<file path="src/verilog/eip_defs.svh">
// constants for the external interrupt pair and input select block
// assumes a 32-bit apb slave, byte address = register index * 4
`ifndef EIP_DEFS_SVH
`define EIP_DEFS_SVH

// register indices, byte address is four times these
`define EIP_IDX_PAIR_CTRL   16'hFE5E
`define EIP_IDX_INSEL       16'hFE5F
`define EIP_IDX_AUX_CTRL    16'hFE60
`define EIP_IDX_STATUS      16'hFE61
`define EIP_RESET_VAL       8'h00

// ext_irq_pair_control fields
`define EIP_CH3_RISE        7
`define EIP_CH3_FALL        6
`define EIP_CH3_FLAG        5
`define EIP_CH3_EN          4
`define EIP_CH2_RISE        3
`define EIP_CH2_FALL        2
`define EIP_CH2_FLAG        1
`define EIP_CH2_EN          0

// input_signal_select fields
`define EIP_HCAP_SEL        7
`define EIP_LCAP_SEL        6
`define EIP_BCLK_HI         5
`define EIP_BCLK_LO         4
`define EIP_BUZ_SEL         3
`define EIP_FILT_SEL        2
`define EIP_FILT_ON         1
`define EIP_CNT_SEL         0

// aux_control fields
`define EIP_CH0_LEVEL       0
`define EIP_CH0_POL         1
`define EIP_CH1_LEVEL       2
`define EIP_CH1_POL         3
`define EIP_PIN7_FUNC       4
`define EIP_PIN7_LATCH      5
`define EIP_CH4_LCAP        6
`define EIP_CH4_HCAP        7

// noise filter time constants in tcyc (1 tcyc = 1 clock)
`define EIP_FILT_SHORT      8'h01
`define EIP_FILT_MID        8'h20
`define EIP_FILT_LONG       8'h80

// buzzer divides the base timer clock by 16: toggle every 8 enables
`define EIP_BUZ_HALF_LAST   3'h7

`endif

</file>
<file path="src/verilog/eip_pkg.sv">
// types shared by the external interrupt pair block
// assumes eip_defs.svh for numeric constants
package eip_pkg;

  typedef enum logic [1:0] {
    EIP_BCLK_SUB,
    EIP_BCLK_CYCLE,
    EIP_BCLK_PRESCALE
  } eip_bclk_t;

  typedef enum logic [1:0] {
    EIP_FILT_T1,
    EIP_FILT_T32,
    EIP_FILT_T128
  } eip_filt_t;

endpackage : eip_pkg

</file>
<file path="src/verilog/eip_filt_if.sv">
// carrier between the top and the noise filter
// assumes one clock domain, raw input already synchronised
interface eip_filt_if;
  logic       raw;
  logic [7:0] len;
  logic       clean;

  modport user   (output raw, output len, input clean);
  modport filter (input raw, input len, output clean);
endinterface : eip_filt_if

</file>
<file path="src/verilog/eip_nfilt.sv">
// noise filter: output follows input after len stable cycles
// assumes synchronised input on i_ref_clk
module eip_nfilt
  import eip_pkg::*;
(
  input  wire logic  i_ref_clk,
  input  wire logic  i_resetn,
  eip_filt_if.filter f
);
`include "eip_defs.svh"

  logic [7:0] cnt_reg;
  logic [7:0] cnt_next;
  logic       out_reg;
  logic       out_next;

  always_comb begin
    cnt_next = 8'h00;
    out_next = out_reg;
    if (f.raw != out_reg) begin
      if ((cnt_reg + 8'h01) >= f.len) begin
        out_next = f.raw;
      end else begin
        cnt_next = cnt_reg + 8'h01;
      end
    end
  end

  always_ff @(posedge i_ref_clk or negedge i_resetn) begin
    if (!i_resetn) begin
      cnt_reg <= 8'h00;
      out_reg <= 1'b0;
    end else begin
      cnt_reg <= cnt_next;
      out_reg <= out_next;
    end
  end

  assign f.clean = out_reg;

endmodule : eip_nfilt

</file>
<file path="src/verilog/eip_top.sv">
// external interrupt pair, input select routing and apb register file
// assumes apb master on i_ref_clk; pins are asynchronous to it
//
// What this block does
// RQ1: channel three on port1_pin5 detects none, falling, rising or both edges.
// RQ2: channel two on port1_pin6 uses the same two-bit edge choice.
// RQ3: channel three sets its flag; flag and enable request vector 001BH.
// RQ4: channel two flag and enable give hold release and vector 0013H request.
// RQ5: flags never clear by themselves; software clears them by writing.
// RQ6: in hold, edges toward the entry level of port1_pin6 set no flag.
// RQ7: software should pick both edges when port1_pin6 wakes from hold.
// RQ8: high capture select one: channel one detections capture, every cycle in level.
// RQ9: high capture select zero: channel three detections give high capture.
// RQ10: low capture select one: channel zero detections capture, every cycle in level.
// RQ11: low capture select zero: channel two detections give low capture.
// RQ12: base clock select: 00/10 subclock, 01 cycle clock, 11 prescaler.
// RQ13: buzzer select one: pwm forced high, base clock over 16 drives pin7.
// RQ14: buzzer select zero: buzzer held high, pwm routed toward pin7.
// RQ15: filter constant: 00/10 one cycle, 01 128 cycles, 11 32 cycles.
// RQ16: count source one takes channel three, zero takes channel two.
// RQ17: channel four chosen as capture source masks the pin capture paths.
// RQ18: channels zero and one: falling, low level, rising, high level.
// RQ19: pin7 output uses selection only with function bit, xored with latch.
// RQ20: pins synchronised, detections are one-cycle pulses, registers reset zero (the buzzer output register buz_out_reg resets high).
module eip_top
  import eip_pkg::*;
(
  input  wire logic        i_ref_clk,
  input  wire logic        i_resetn,
  input  wire logic        psel,
  input  wire logic        penable,
  input  wire logic        pwrite,
  input  wire logic [31:0] paddr,
  input  wire logic [31:0] pwdata,
  output logic      [31:0] prdata,
  output logic             pready,
  output logic             pslverr,
  input  wire logic        i_port1_pin5,
  input  wire logic        i_port1_pin6,
  input  wire logic        i_port1_pin7,
  input  wire logic        i_port7_pin0,
  input  wire logic        i_hold_mode,
  input  wire logic        i_subclk_en,
  input  wire logic        i_prescale_en,
  input  wire logic        i_pwm_high_output,
  output logic             o_irq_req_001b,
  output logic             o_irq_req_0013,
  output logic             o_hold_release,
  output logic             o_t0_high_capture,
  output logic             o_t0_low_capture,
  output logic             o_t0_count,
  output logic             o_base_clk_en,
  output logic             o_buzzer,
  output logic             o_pwm_high_gated,
  output logic             o_port1_pin7
);
`include "eip_defs.svh"

  // --------------------------------------------------------------------
  // helpers
  // --------------------------------------------------------------------
  function automatic logic addr_hit(input logic [31:0] a, input logic [15:0] idx);
    addr_hit = (a == {14'h0000, idx, 2'b00});
  endfunction : addr_hit

  function automatic logic edge_hit(input logic rise, input logic fall,
                                    input logic rise_en, input logic fall_en);
    edge_hit = (rise & rise_en) | (fall & fall_en);
  endfunction : edge_hit

  function automatic logic lvl_hit(input logic lvl, input logic rise, input logic fall,
                                   input logic pol, input logic level_mode);
    if (level_mode) begin
      lvl_hit = (lvl == pol);
    end else begin
      lvl_hit = pol ? rise : fall;
    end
  endfunction : lvl_hit

  // --------------------------------------------------------------------
  // pin synchronisers
  // --------------------------------------------------------------------
  logic [3:0] sync1_reg;
  logic [3:0] sync2_reg;
  logic [3:0] prev_reg;
  logic [3:0] pins_now;
  logic [3:0] sync1_next;
  logic [3:0] sync2_next;
  logic [3:0] prev_next;
  logic       p70_clean;

  always_comb begin
    sync1_next = {i_port7_pin0, i_port1_pin7, i_port1_pin6, i_port1_pin5};
    sync2_next = sync1_reg;
    prev_next  = pins_now;
  end

  always_ff @(posedge i_ref_clk or negedge i_resetn) begin
    if (!i_resetn) begin
      sync1_reg <= 4'h0;
      sync2_reg <= 4'h0;
      prev_reg  <= 4'h0;
    end else begin
      sync1_reg <= sync1_next;  // [RQ20]
      sync2_reg <= sync2_next;
      prev_reg  <= prev_next;
    end
  end

  // bit3 is the filtered port7_pin0
  assign pins_now = {p70_clean, sync2_reg[2:0]};

  // --------------------------------------------------------------------
  // registers
  // --------------------------------------------------------------------
  logic [7:0] pair_ctrl_reg;
  logic [7:0] pair_ctrl_next;
  logic [7:0] insel_reg;
  logic [7:0] insel_next;
  logic [7:0] aux_reg;
  logic [7:0] aux_next;
  logic       hold_lvl_reg;
  logic       hold_lvl_next;
  logic       hold_prev_reg;
  logic       hold_prev_next;
  logic       wr_en;
  logic       rd_en;
  logic       mapped;
  logic       ch3_set;
  logic       ch2_set;

  assign wr_en  = psel & penable & pwrite;
  assign rd_en  = psel & penable & ~pwrite;
  assign mapped = addr_hit(paddr, `EIP_IDX_PAIR_CTRL) | addr_hit(paddr, `EIP_IDX_INSEL)
                | addr_hit(paddr, `EIP_IDX_AUX_CTRL) | addr_hit(paddr, `EIP_IDX_STATUS);

  always_comb begin
    pair_ctrl_next = pair_ctrl_reg;
    insel_next     = insel_reg;
    aux_next       = aux_reg;
    if (wr_en && addr_hit(paddr, `EIP_IDX_PAIR_CTRL)) begin
      pair_ctrl_next = pwdata[7:0];  // [RQ5]
    end
    if (wr_en && addr_hit(paddr, `EIP_IDX_INSEL)) begin
      insel_next = pwdata[7:0];
    end
    if (wr_en && addr_hit(paddr, `EIP_IDX_AUX_CTRL)) begin
      aux_next = pwdata[7:0];
    end
    // hardware set wins over a clearing write
    if (ch3_set) begin
      pair_ctrl_next[`EIP_CH3_FLAG] = 1'b1;  // [RQ3]
    end
    if (ch2_set) begin
      pair_ctrl_next[`EIP_CH2_FLAG] = 1'b1;  // [RQ4]
    end
    // snapshot port1_pin6 on hold entry
    hold_prev_next = i_hold_mode;
    hold_lvl_next  = hold_lvl_reg;
    if (i_hold_mode && !hold_prev_reg) begin
      hold_lvl_next = pins_now[1];  // [RQ6]
    end
  end

  always_ff @(posedge i_ref_clk or negedge i_resetn) begin
    if (!i_resetn) begin
      pair_ctrl_reg <= `EIP_RESET_VAL;  // [RQ20]
      insel_reg     <= `EIP_RESET_VAL;
      aux_reg       <= `EIP_RESET_VAL;
      hold_lvl_reg  <= 1'b0;
      hold_prev_reg <= 1'b0;
    end else begin
      pair_ctrl_reg <= pair_ctrl_next;
      insel_reg     <= insel_next;
      aux_reg       <= aux_next;
      hold_lvl_reg  <= hold_lvl_next;
      hold_prev_reg <= hold_prev_next;
    end
  end

  // --------------------------------------------------------------------
  // apb read side
  // --------------------------------------------------------------------
  always_comb begin
    prdata = 32'h0000_0000;
    if (rd_en) begin
      if (addr_hit(paddr, `EIP_IDX_PAIR_CTRL)) begin
        prdata = {24'h00_0000, pair_ctrl_reg};
      end else if (addr_hit(paddr, `EIP_IDX_INSEL)) begin
        prdata = {24'h00_0000, insel_reg};
      end else if (addr_hit(paddr, `EIP_IDX_AUX_CTRL)) begin
        prdata = {24'h00_0000, aux_reg};
      end else if (addr_hit(paddr, `EIP_IDX_STATUS)) begin
        prdata = {26'h000_0000, hold_prev_reg, hold_lvl_reg, pins_now};
      end
    end
  end

  assign pready  = 1'b1;
  assign pslverr = psel & penable & ~mapped;

  // --------------------------------------------------------------------
  // noise filter on port7_pin0
  // --------------------------------------------------------------------
  eip_filt_t  filt_mode;
  logic [7:0] filt_len;
  eip_filt_if filt_bus ();

  always_comb begin
    case ({insel_reg[`EIP_FILT_SEL], insel_reg[`EIP_FILT_ON]})
      2'b01:   filt_mode = EIP_FILT_T128;  // [RQ15]
      2'b11:   filt_mode = EIP_FILT_T32;
      default: filt_mode = EIP_FILT_T1;
    endcase
    case (filt_mode)
      EIP_FILT_T128: filt_len = `EIP_FILT_LONG;
      EIP_FILT_T32:  filt_len = `EIP_FILT_MID;
      default:       filt_len = `EIP_FILT_SHORT;
    endcase
  end

  assign filt_bus.raw = sync2_reg[3];
  assign filt_bus.len = filt_len;
  assign p70_clean    = filt_bus.clean;

  eip_nfilt u_nfilt (
    .i_ref_clk (i_ref_clk),
    .i_resetn  (i_resetn),
    .f         (filt_bus)
  );

  // --------------------------------------------------------------------
  // detectors
  // --------------------------------------------------------------------
  logic [3:0] rise;
  logic [3:0] fall;
  logic       ch3_hit;
  logic       ch2_hit;
  logic       ch1_hit;
  logic       ch0_hit;
  logic       ch2_block;

  assign rise = pins_now & ~prev_reg;  // [RQ20]
  assign fall = ~pins_now & prev_reg;

  assign ch3_hit = edge_hit(rise[0], fall[0], pair_ctrl_reg[`EIP_CH3_RISE],
                            pair_ctrl_reg[`EIP_CH3_FALL]);  // [RQ1]
  assign ch2_hit = edge_hit(rise[1], fall[1], pair_ctrl_reg[`EIP_CH2_RISE],
                            pair_ctrl_reg[`EIP_CH2_FALL]);  // [RQ2]
  assign ch1_hit = lvl_hit(pins_now[2], rise[2], fall[2], aux_reg[`EIP_CH1_POL],
                           aux_reg[`EIP_CH1_LEVEL]);  // [RQ18]
  assign ch0_hit = lvl_hit(pins_now[3], rise[3], fall[3], aux_reg[`EIP_CH0_POL],
                           aux_reg[`EIP_CH0_LEVEL]);  // [RQ18]

  // in hold an edge back toward the entry level is not a wake event
  assign ch2_block = hold_prev_reg & ((rise[1] & hold_lvl_reg) | (fall[1] & ~hold_lvl_reg));
  assign ch3_set   = ch3_hit;
  assign ch2_set   = ch2_hit & ~ch2_block;  // [RQ6]

  assign o_irq_req_001b = pair_ctrl_reg[`EIP_CH3_FLAG] & pair_ctrl_reg[`EIP_CH3_EN];  // [RQ3]
  assign o_irq_req_0013 = pair_ctrl_reg[`EIP_CH2_FLAG] & pair_ctrl_reg[`EIP_CH2_EN];  // [RQ4]
  assign o_hold_release = o_irq_req_0013;  // [RQ4] [RQ7]

  // --------------------------------------------------------------------
  // timer 0 capture and count routing, base clock
  // --------------------------------------------------------------------
  eip_bclk_t bclk_mode;
  logic      hcap_next;
  logic      lcap_next;
  logic      cnt_next;
  logic      bclk_next;
  logic      hcap_reg;
  logic      lcap_reg;
  logic      cnt_reg;
  logic      bclk_reg;

  always_comb begin
    case ({insel_reg[`EIP_BCLK_HI], insel_reg[`EIP_BCLK_LO]})
      2'b01:   bclk_mode = EIP_BCLK_CYCLE;  // [RQ12]
      2'b11:   bclk_mode = EIP_BCLK_PRESCALE;
      default: bclk_mode = EIP_BCLK_SUB;
    endcase
    case (bclk_mode)
      EIP_BCLK_CYCLE:    bclk_next = 1'b1;
      EIP_BCLK_PRESCALE: bclk_next = i_prescale_en;
      default:           bclk_next = i_subclk_en;
    endcase
    hcap_next = (insel_reg[`EIP_HCAP_SEL] ? ch1_hit : ch3_hit)  // [RQ8] [RQ9]
              & ~aux_reg[`EIP_CH4_HCAP];  // [RQ17]
    lcap_next = (insel_reg[`EIP_LCAP_SEL] ? ch0_hit : ch2_hit)  // [RQ10] [RQ11]
              & ~aux_reg[`EIP_CH4_LCAP];  // [RQ17]
    cnt_next  = insel_reg[`EIP_CNT_SEL] ? ch3_hit : ch2_hit;  // [RQ16]
  end

  always_ff @(posedge i_ref_clk or negedge i_resetn) begin
    if (!i_resetn) begin
      hcap_reg <= 1'b0;
      lcap_reg <= 1'b0;
      cnt_reg  <= 1'b0;
      bclk_reg <= 1'b0;
    end else begin
      hcap_reg <= hcap_next;
      lcap_reg <= lcap_next;
      cnt_reg  <= cnt_next;
      bclk_reg <= bclk_next;
    end
  end

  assign o_t0_high_capture = hcap_reg;
  assign o_t0_low_capture  = lcap_reg;
  assign o_t0_count        = cnt_reg;
  assign o_base_clk_en     = bclk_reg;

  // --------------------------------------------------------------------
  // buzzer and pin7 output
  // --------------------------------------------------------------------
  logic [2:0] buz_div_reg;
  logic [2:0] buz_div_next;
  logic       buz_sq_reg;
  logic       buz_sq_next;
  logic       buz_out_reg;
  logic       buz_out_next;
  logic       pwm_out_reg;
  logic       pwm_out_next;
  logic       pin7_reg;
  logic       pin7_next;
  logic       pin7_sel;

  always_comb begin
    buz_div_next = buz_div_reg;
    buz_sq_next  = buz_sq_reg;
    if (bclk_reg) begin
      buz_div_next = buz_div_reg + 3'h1;
      if (buz_div_reg == `EIP_BUZ_HALF_LAST) begin
        buz_sq_next = ~buz_sq_reg;  // [RQ13]
      end
    end
    buz_out_next = insel_reg[`EIP_BUZ_SEL] ? buz_sq_reg : 1'b1;  // [RQ13] [RQ14]
    pwm_out_next = insel_reg[`EIP_BUZ_SEL] ? 1'b1 : i_pwm_high_output;  // [RQ13] [RQ14]
    pin7_sel     = insel_reg[`EIP_BUZ_SEL] ? buz_sq_reg : i_pwm_high_output;
    pin7_next    = aux_reg[`EIP_PIN7_FUNC] ? (pin7_sel ^ aux_reg[`EIP_PIN7_LATCH])  // [RQ19]
                                           : aux_reg[`EIP_PIN7_LATCH];
  end

  always_ff @(posedge i_ref_clk or negedge i_resetn) begin
    if (!i_resetn) begin
      buz_div_reg <= 3'h0;
      buz_sq_reg  <= 1'b0;
      buz_out_reg <= 1'b1;
      pwm_out_reg <= 1'b0;
      pin7_reg    <= 1'b0;
    end else begin
      buz_div_reg <= buz_div_next;
      buz_sq_reg  <= buz_sq_next;
      buz_out_reg <= buz_out_next;
      pwm_out_reg <= pwm_out_next;
      pin7_reg    <= pin7_next;
    end
  end

  assign o_buzzer         = buz_out_reg;
  assign o_pwm_high_gated = pwm_out_reg;
  assign o_port1_pin7     = pin7_reg;

endmodule : eip_top

</file>
<file path="config.mk">
export PLATFORM = sky130hd
export DESIGN_NAME = eip_top
export DESIGN_NICKNAME = d
export VERILOG_FILES = /design/src/verilog/eip_pkg.sv /design/src/verilog/eip_filt_if.sv /design/src/verilog/eip_nfilt.sv /design/src/verilog/eip_top.sv
export VERILOG_INCLUDE_DIRS = /design/src /design/src/verilog
export SDC_FILE = /design/constraint.sdc
export NUM_CORES = 1
export LEC_CHECK = 0
export BUFFER_PORTS_ARGS = -buffer_cell sky130_fd_sc_hd__buf_2
export CAP_MARGIN = 20
export CORE_MARGIN = 4
export CORE_UTILIZATION = 25
export DETAILED_ROUTE_END_ITERATION = 10
export PLACE_DENSITY = 0.53
export SLEW_MARGIN = 40
export SYNTH_ARGS = -nofsm -noshare
export SYNTH_HDL_FRONTEND = slang
export SYNTH_SLANG_ARGS = --single-unit
</file>
<file path="constraint.sdc">
create_clock -name i_ref_clk -period 3.5 [get_ports i_ref_clk]
set_input_delay 0.7 -clock i_ref_clk [delete_from_list [all_inputs] [get_ports i_ref_clk]]
set_output_delay 0.7 -clock i_ref_clk [all_outputs]
set_load 0.05 [all_outputs]
</file>
Yosys cells after proc, flatten, opt, wreduce, memory -nomap -nowiden

Index checks and enable logic that the tools add are counted.

Register bits: 58
Word-level logic and storage cells: 108
Output and inout bits: 44
Input port bits: 77

Reduce and logical (&&, ||, !) cells: 9
Mux-type cells: 25
Add/sub/neg operators: 2
Bitwise operators: 34
Equality and inequality tests: 16
Order comparisons: 1

Operators with widths:

| operator             | number |
|---|---|
| $eq 32x18->1 const B | 4 |
| $mux 8               | 5 |
| $mux 32              | 1 |
| $and 1x1->1          | 16 |
| $pmux 8 s2           | 1 |
| $mux 1               | 13 |
| $mux 6               | 2 |
| $add 8x1->8 const B  | 1 |
| $and 4x4->4          | 2 |
| $eq 2x1->1 const B   | 4 |
| $eq 2x2->1 const B   | 4 |
| $ge 8x8->1           | 1 |
| $not 4->4            | 2 |
| $pmux 2 s2           | 2 |
| $not 1->1            | 7 |
| $or 1x1->1           | 6 |
| $logic_and 1x1->1    | 4 |
| $reduce_and 2->1     | 2 |
| $reduce_bool 2->1    | 2 |
| $add 3x1->3 const B  | 1 |
| $eq 3x3->1 const B   | 1 |
| $eq 1x1->1           | 2 |
| $pmux 1 s2           | 1 |
| $logic_not 1->1      | 1 |
| 2 further kinds      | 2 |

Logic depth before layout (Yosys ltp)

Gate-level depths: netlist of the first run.

Word-level depth: 8
Depth in mapped cells: 8
Depth with buffers taken out: 8

Modules after synthesis

Synthesis of the first run repeated with hierarchy kept, for this count alone.

Cell total of the unflattened synthesis: 272
Area total of the unflattened synthesis: 3111.7 um^2

Modules (own cells, without submodules):

| module    | instances | area each (um^2) | sequential area each (um^2) | cells each |
|---|---|---|---|---|
| eip_top   | 1         | 2471.1           | 1227.4                      | 211 |
| eip_nfilt | 1         | 640.6            | 225.2                       | 61 |

Worst setup path after synthesis of the first run

Ideal clock, no wire load.

Path kind: in2out
From: input port paddr[19]
To: output port prdata[5]
Arrival time: 2907 ps
Setup slack: -107 ps
Data required time: 2800 ps
Stages on the path: 7
Path buffers: 2
Path through: nor4bb_1 > nand4_1 > or2_1 > buf_6 > or4_1 > clkbuf_1 > o22ai_1

Cells in the longest elaborated chain, start to end: 6
Elaborated cells on any way between the ends: 9
Those cells by class: 4 x eq/ne; 5 x mux

RTL lines:

| item            | line           | source |
|---|---|---|
| start, declared | eip_top.sv:33  | `input wire logic [31:0] paddr,` |
| $eq 32x18->1    | eip_top.sv:63  | `addr_hit = (a == {14'h0000, idx, 2'b00});` |
| $mux 6          | eip_top.sv:193 | `` end else if (addr_hit(paddr, `EIP_IDX_STATUS)) begin `` |
| $mux 8          | eip_top.sv:191 | `` end else if (addr_hit(paddr, `EIP_IDX_AUX_CTRL)) begin `` |
| $mux 8          | eip_top.sv:189 | `` end else if (addr_hit(paddr, `EIP_IDX_INSEL)) begin `` |
| $mux 8 *        | eip_top.sv:187 | `` if (addr_hit(paddr, `EIP_IDX_PAIR_CTRL)) begin `` |
| $mux 32 *       | eip_top.sv:186 | `if (rd_en) begin` |
| end, declared   | eip_top.sv:35  | `output logic [31:0] prdata,` |

Mark *: on every way between the ends. The rest lies on a longest branch, timed or not.

Final worst setup path of the first run

From: input port paddr[28]
To: output port prdata[0]

Same word-level chain as after synthesis.

==> results.ini, run 1 <==
[run_status]
outcome = finished, final reports clean

[pwr]
internal_power_mw = 1.349
p_leak_nw = 1.801
combPwrFrac = 0.105
power_density_nw_per_um2 = 474.6
power.switching_mw = 0.4253
vdd_drop_max_mv = 0.2962
p_seq_frac = 0.412
clkPwrFrac = 0.482
swShare = 0.2397

[clock_network]
clk_pin_slew_worst_paths_ps = 50
cts_buffers = 9
clkLatencyLatePin_ps = 320
cts_tree = done
cts_resized = 2
cts_sinks = 58
hold_buffers = 0
htree_levels = 3
cts_setup_buffers = 0
clockRootBuffer = clkbuf_16
clk_path_buf_depth = 2

[route]
vias_per_cell = 4.478
drc = 0
drtAntennaViolNets = 0
firstDrtPassIters = 4
vias = 2194
initialDrtViolationCount = 76
wire_per_inst_um = 14.02
wirelength_mm = 6.871

[cells_and_area]
syn_to_final_growth_pct = 26.77
multi_input_area_um2 = 1379
seqCellArea_um2 = 1453
fin_nets = 425
drive_above_1_share = 0.3746
final_common_cell = buf_2
layout_common_cells = 67 x buf_2, 57 x dfrtp_1, 25 x mux2_2, 25 x conb_1, 17 x nor2_1
final_util = 0.3260
diodes = 0
fillers = 1165

[logic_synthesis]
yosys_register_bits = 58
syn-mean-instance-area_um2 = 11.30
postSynth.asyncResetShare = 1.000
ys_types = 46
synth_edf_count = 0
yosys_warnings = 0
ys_seq_area_frac = 0.4926
ys.flop_type = dfrtp_1
synthCells = 261
synthesis.area_um2 = 2949

[setup_path]
worst_r2r_path_depth = 6
path_buf_inv = 2
worst_path_max_delay_cell = or4_4
cp_top_family = simple AND/OR/NAND/NOR gates
critPathCaptureType = primary output
timing.rr.end = u_nfilt.f.clean$_DFFE_PN0P_
cp_cell_sequence = buf_2, nor4_2, nand4_1, or2_1, or4_4, o22ai_1, buf_2
cp-start-kind = input port
r2r_slack_ps = 1340
critPathKind = in -> out
crit_path_max_incr_delay_ps = 600
crit_top_cell = buf_2
r2r_start = u_nfilt.cnt_reg[0]$_DFF_PN0_
worstPathRequired_ps = 2800
cp.arrival_ps = 2640
crit_fanout = 6

[sta]
post-route-min-period_ps = 3337
worst_pin_slew_ps = 720.8
relSlewSlack = 0.5159
max_freq_mhz = 299.7
rsz0062_at_grt = false
slew_violations = 0
hold_viol_final = 0
layout_setup_ws_ps = 163.3
setup_viol = 0
finalCritPeriodShare = 0.9534
finClkSkew_ps = 3.768

[global_route]
met3_usage = 0.03316
grt_use_total = 0.1034
grt_pass1_vias = 2197
grtUsageMet2 = 0.1728
grt_pass1_wl_mm = 10.81
antenna_found_initial = 0
grt_use_met1 = 0.1273
gr-total-overflow = 0
grt_max_degree = 41
top_usage_layer = met2

[die]
core-area_um2 = 11470
dieWidth_um = 116.6
initial_core_util = 0.2572
die-area_um2 = 13600
boundaryPins = 121
rows = 39
fp.dieH_um = 116.6

[place]
finalWeightedCongestion = 0.7801
hpwl_mm = 5.297
portBuffers = 71
dp_slack_ps = -42.55

[hold_path]
hold_path_startpoint = sync1_reg[0]$_DFF_PN0_
hold_path_class = reg -> reg
holdPathStages = 0
hold_path_end = sync2_reg[0]$_DFF_PN0_

[flow_run]
max_cap_violations = 0

## per-stage QoR
step,TNS [ps],power [mW],cell area [um^2],hold slack (ps),std cells
after floorplan,-508.5,0.8884,3042,331.2,284
after global placement,-30.19,0.9255,3406,332.8,474
after detailed placement,-43.86,0.9314,3408,337.8,474
after CTS,0,1.799,3716,346.4,490
after global routing,0,1.861,3739,360.0,490
final,0,1.774,3739,343.4,490
## worst register-to-register path: cells and delay by family (launching register included)
kind / cells / cell delay [ps]
fa+ha+maj: 1 / 270
compound gates: 1 / 340
xor+xnor: 1 / 240
simple gates: 3 / 820
flops: 1 / 430
## routing by layer
| layer | wire length [um] | part of all wire |
|---|---|---|
| met1 | 3009 | 0.44 |
| met2 | 3401 | 0.49 |
| met3 | 343 | 0.050 |
| met4 | 115 | 0.017 |
| met5 | 0 | 0 |
## cell type report
cell class / instances / area share
Sequential cell: 58 / 0.3886
Multi-Input combinational cell: 193 / 0.3688
Timing Repair Buffer: 78 / 0.1118
Clock buffer: 15 / 0.07965
Tap cell: 143 / 0.04786
Inverter: 2 / 0.002008
Clock inverter: 1 / 0.001339
## worst max path at each step
stage                     cells after the start         to      start
after floorplan                               7  prdata[0]  paddr[19]
after detailed placement                      7  prdata[1]  paddr[28]
after global routing                          7  prdata[0]  paddr[19]
after CTS                                     7  prdata[1]  paddr[28]
final                                         7  prdata[0]  paddr[28]
after global placement                        7  prdata[1]  paddr[28]
## power groups by stage
stage | Sequential (mW) | Combinational, mW | Clock [mW]
finish | 0.732 | 0.187 | 0.856
global route | 0.737 | 0.207 | 0.917
CTS | 0.733 | 0.189 | 0.877
detailed placement | 0.743 | 0.188 | 0
global placement | 0.742 | 0.184 | 0
floorplan | 0.740 | 0.148 | 0
## kinds of logic (layout without fill, tap and decap cells)
group,count (synthesis),in the layout,share of synthesized area
compound gates,25,25,0.05600
xor+xnor,9,9,0.02673
fa+ha+maj,6,6,0.02546
buf+inv,33,96,0.07807
flops,58,58,0.4926
mux,39,39,0.1430
other cells,2,25,0.002547
simple gates,89,89,0.1757
## cells in the mapped netlist, types with 2 or more instances
cell type	count	area share
a21oi_1	3	0.0051
a22oi_1	2	0.0051
a311oi_1	2	0.0059
a31oi_1	2	0.0042
and2_1	5	0.011
and4b_1	3	0.010
buf_4	26	0.066
clkbuf_1	3	0.0038
conb_1	2	0.0025
dfrtp_1	57	0.48
ha_1	6	0.025
inv_1	2	0.0025
mux2_2	25	0.095
mux2i_1	14	0.048
nand2_1	16	0.020
nand2b_1	5	0.011
nand3_1	13	0.022
nand3b_1	5	0.013
nor2_1	17	0.022
nor3_1	5	0.0085
nor4_1	5	0.011
nor4_2	2	0.0085
o21ai_0	5	0.0085
o22ai_1	6	0.013
or4_1	2	0.0051
xnor2_1	6	0.018
xor2_1	3	0.0089
No activity file was read; power rests on OpenSTA's default activity.
==> run 2, diff against run 1 <==
PLACE_DENSITY = unset   (was 0.53)
PLACE_DENSITY_LB_ADDON = 0.3   (was unset)
==> results.ini, run 2 (synthesis results as in run 1) <==
[sta]
worst_pin_slew_ps = 700.5
finalCritPeriodShare = 0.9742
finClkSkew_ps = 4.069
setup_viol = 0
layout_setup_ws_ps = 90.47
hold_viol_final = 0
worst_hold_slack_ps = 350.3
max_freq_mhz = 293.3
post-route-min-period_ps = 3410
slew_violations = 0
relSlewSlack = 0.5295

[route]
wl_met2_mm = 3.274
drtAntennaViolNets = 0
wirelength_mm = 6.894
vias = 2189
routed.top_layer = met4
wl_met3_um = 267
initialDrtViolationCount = 40
vias_per_cell = 4.431
firstDrtPassIters = 4
drc = 0
route.layer.met1.wl_mm = 3.141
wire_per_inst_um = 13.96

[die]
fp.dieH_um = 116.6
dieWidth_um = 116.6
core-area_um2 = 11470
die-area_um2 = 13600
initial_core_util = 0.2572
boundaryPins = 121
rows = 39

[cells_and_area]
final_common_cell = buf_2
fin_nets = 429
diodes = 0
syn_to_final_growth_pct = 27.41
drive_above_1_share = 0.3761
layout_common_cells = 65 x buf_2, 57 x dfrtp_1, 25 x mux2_2, 25 x conb_1, 17 x nor2_1
fillers = 1168

[global_route]
gr-total-overflow = 0
grt_pass1_vias = 2208
grt_use_total = 0.1073
grt_max_degree = 45
grt_pass1_wl_mm = 11.19
antenna_found_initial = 0

[clock_network]
cts_buffers = 9
cts_sinks = 58
clk_path_buf_depth = 2
htree_levels = 3
cts_setup_buffers = 0
clkLatencyLatePin_ps = 320
clk_pin_slew_worst_paths_ps = 50
clockRootBuffer = clkbuf_16
cts_tree = done

[setup_path]
cp.arrival_ps = 2710
r2r_slack_ps = 1340
critPathCaptureType = primary output
critPathKind = in -> out
critPathLaunch = paddr[19]
crit_fanout = 5
r2r_start = u_nfilt.cnt_reg[2]$_DFF_PN0_
worstPathRequired_ps = 2800
worst_r2r_path_depth = 7
cp-start-kind = input port
timing.rr.end = u_nfilt.f.clean$_DFFE_PN0P_

[hold_path]
holdPathStages = 0
hold_path_end = sync2_reg[2]$_DFF_PN0_
hold_path_class = reg -> reg
hold_path_startpoint = sync1_reg[2]$_DFF_PN0_

[pwr]
p_leak_nw = 1.808
power_density_nw_per_um2 = 471.7
vdd_drop_max_mv = 0.2817

[place]
dp_slack_ps = -19.95
hpwl_mm = 5.304
finalWeightedCongestion = 0.7933
portBuffers = 71

[run_status]
outcome = finished, final reports clean

[flow_run]
max_cap_violations = 0

[run 2: cell count changes in the layout (fill, tap and decap cells not counted)]
cell       delta
or2_1         -1
or2_4         +1
clkbuf_1      +2
o22ai_2       -1
clkbuf_4      +2
buf_4         +4
bufinv_16     +1
o22ai_1       +1
clkinv_2      +1
buf_2         -2
clkbuf_8      -4
[run 2: power breakdown]
part,internal [mW],switching (mW),total [mW]
clock,0.568,0.286,0.854
sequential,0.708,0.0234,0.731
combinational,0.0678,0.120,0.188
[run 2: timing repair]
item,in CTS,in global routing
setup endpoints to repair,2,6
hold buffers,0,0
gates resized for setup,2,7
[run 2: critical path, cell delays in order]
cell and delay [ps]:
buf_2 90, nor4bb_1 290, nand4_1 160, or2_4 290, or4_4 540, buf_4 180, o22ai_1 180, clkbuf_4 270
[run 2: worst max path at each step]
stage | end | slack [ps] | cells after the start
2_1_floorplan | prdata[0] | -100 | 7
3_3_place_gp | prdata[3] | 10 | 8
3_5_place_dp | prdata[3] | -20 | 8
4_1_cts | prdata[0] | 0.6 | 8
5_1_grt | prdata[2] | -20 | 8
6_report | prdata[0] | 90 | 8
[run 2: per-stage QoR]
stage | TNS [ps] | total power, mW | cells | utilization | cell area, um^2
after floorplan | -508.5 | 0.8884 | 284 | - | 3042
after global placement | 0 | 0.9266 | 478 | 0.2996 | 3436
after global routing | -21.33 | 1.863 | 494 | 0.3277 | 3757
after CTS | 0 | 1.793 | 494 | 0.3256 | 3734
after detailed placement | -19.95 | 0.9324 | 478 | 0.2998 | 3438
final | 0 | 1.772 | 494 | 0.3277 | 3757
[run 2: area by class of cell]
| class | count | area [um^2] | area share |
|---|---|---|---|
| Tap cell | 143 | 178.9 | 0.04762 |
| Clock buffer | 13 | 250.2 | 0.06660 |
| Inverter | 2 | 7.507 | 0.001998 |
| Multi-Input combinational cell | 193 | 1375 | 0.3660 |
| Timing Repair Buffer | 82 | 452.9 | 0.1205 |
| Clock inverter | 3 | 40.04 | 0.01066 |
| Sequential cell | 58 | 1453 | 0.3866 |
[run 2: per-layer routing]
layer  track usage  vias up
met5             0        -
met4       0.06116        0
met3       0.01710       14
met2        0.1663       56
met1        0.1423     1059
li1              -     1060
==> run 3, diff against run 2 <==
CORE_MARGIN = 3   (was 4)
==> results.ini, run 3 (synthesis results as in run 1) <==
[sta]
finClkSkew_ps = 5.539
rsz0062_at_grt = true
relSlewSlack = 0.5148
hold_viol_final = 0
setup_viol = 0
worst_pin_slew_ps = 722.4
post-route-min-period_ps = 3414
layout_setup_ws_ps = 85.79
max_freq_mhz = 292.9
slew_violations = 0
finalCritPeriodShare = 0.9755

[route]
drc = 0
wire_per_inst_um = 13.69
vias_per_cell = 4.456
drtAntennaViolNets = 0
wirelength_mm = 6.724
firstDrtPassIters = 4
initialDrtViolationCount = 69
vias = 2188

[setup_path]
worst_r2r_path_depth = 6
crit_fanout = 6
worstPathRequired_ps = 2800
cp.arrival_ps = 2710
critPathCaptureType = primary output
cp-start-kind = input port
cp_cell_sequence = buf_2, nor4bb_2, nand4_1, or2_1, or4_1, o22ai_1, buf_2
crit_top_cell = buf_2
path_depth = 7
critPathKind = in -> out
crit_path_max_incr_delay_ps = 710
path_buf_inv = 2
worst_path_max_delay_cell = or4_1
cp_top_family = simple AND/OR/NAND/NOR gates

[hold_path]
hold_path_class = reg -> reg
holdPathStages = 0

[clock_network]
clockRootBuffer = clkbuf_16
cts_buffers = 9
cts_tree = done
clk_path_buf_depth = 2
clkLatencyLatePin_ps = 320
hold_buffers = 0
cts_sinks = 58
clk_pin_slew_worst_paths_ps = 50
htree_levels = 3

[die]
rows = 39
initial_core_util = 0.2572
dieWidth_um = 114.6
die-area_um2 = 13140
fp.dieH_um = 114.6
boundaryPins = 121
core-area_um2 = 11470

[place]
finalWeightedCongestion = 0.8073
portBuffers = 71
hpwl_mm = 5.152
place_area_um2 = 3416
dp_slack_ps = -18.22

[run_status]
outcome = finished, final reports clean

[global_route]
antenna_found_initial = 0
gr-total-overflow = 0
grt_max_degree = 43
grt_pass1_vias = 2224
grt_pass1_wl_mm = 10.99
grt_use_total = 0.1082

[flow_run]
max_cap_violations = 0

[cells_and_area]
diodes = 0
layout_common_cells = 67 x buf_2, 57 x dfrtp_1, 25 x mux2_2, 25 x conb_1, 17 x nor2_1
final_area_um2 = 3762
fin_nets = 426
fillers = 1180
multi_input_area_um2 = 1378
drive_above_1_share = 0.3736
syn_to_final_growth_pct = 27.58
seqCellArea_um2 = 1453
final_common_cell = buf_2

[pwr]
power_mw = 1.850
vdd_drop_max_mv = 0.2519
p_leak_nw = 1.806
power_density_nw_per_um2 = 491.8

==> run 3: cell types whose count changed in the layout (fill, tap and decap cells not counted), moves of 2 or more <==
cell	change
clkbuf_4	-3
buf_2	+2
buf_4	-2
clkbuf_1	-2
or4_1	+2
or4_4	-2
==> run 3: worst paths after layout <==
kind	start	to	slack, ps
worst min-delay path	sync1_reg[3]$_DFF_PN0_	sync2_reg[3]$_DFF_PN0_	350
worst min register to register	sync1_reg[3]$_DFF_PN0_	sync2_reg[3]$_DFF_PN0_	350
max in group asynchronous	i_resetn	aux_reg[0]$_DFFE_PN0P_	2510
min in group asynchronous	i_resetn	sync1_reg[3]$_DFF_PN0_	360
worst max-delay path	paddr[19]	prdata[0]	90
worst max register to register	u_nfilt.cnt_reg[0]$_DFF_PN0_	u_nfilt.f.clean$_DFFE_PN0P_	1350
==> run 3: final cells by class <==
| cell class | count | share of cell area |
|---|---|---|
| Clock buffer | 11 | 0.06452 |
| Multi-Input combinational cell | 193 | 0.3661 |
| Sequential cell | 58 | 0.3861 |
| Tap cell | 143 | 0.04756 |
| Clock inverter | 5 | 0.02062 |
| Inverter | 2 | 0.001995 |
| Timing Repair Buffer | 79 | 0.1131 |
==> run 3: timing repair <==
item | 4_1_cts | 5_1_grt
gates resized for setup | 1 | 7
cloned | 0 | 0
setup endpoints to repair | 1 | 5
setup buffers | 0 | 0
==> run 3: metrics by stage <==
step                cells  TNS (ps)  hold WS [ps]    util
finish                491         0         345.9  0.3281
global route          491    -61.21         351.5  0.3281
CTS                   491         0         348.7  0.3260
detailed placement    475    -18.22         336.2  0.2979
global placement      475         0         331.7  0.2977
floorplan             284    -508.5         331.2       -
==> run 3: routing by layer <==
layer	part of all wire	vias to the layer above	GRT usage
li1	-	1057	-
met1	0.45	1074	0.1357
met2	0.50	48	0.1773
met3	0.038	9	0.02643
met4	0.015	0	0.04513
met5	0	-	0
==> run 3: report_power, final <==
part           leakage, nW  total [mW]  switching [mW]  internal [mW]
sequential           0.754       0.731          0.0235          0.708
combinational        0.897       0.189           0.121         0.0680
clock                0.156       0.931           0.292          0.639
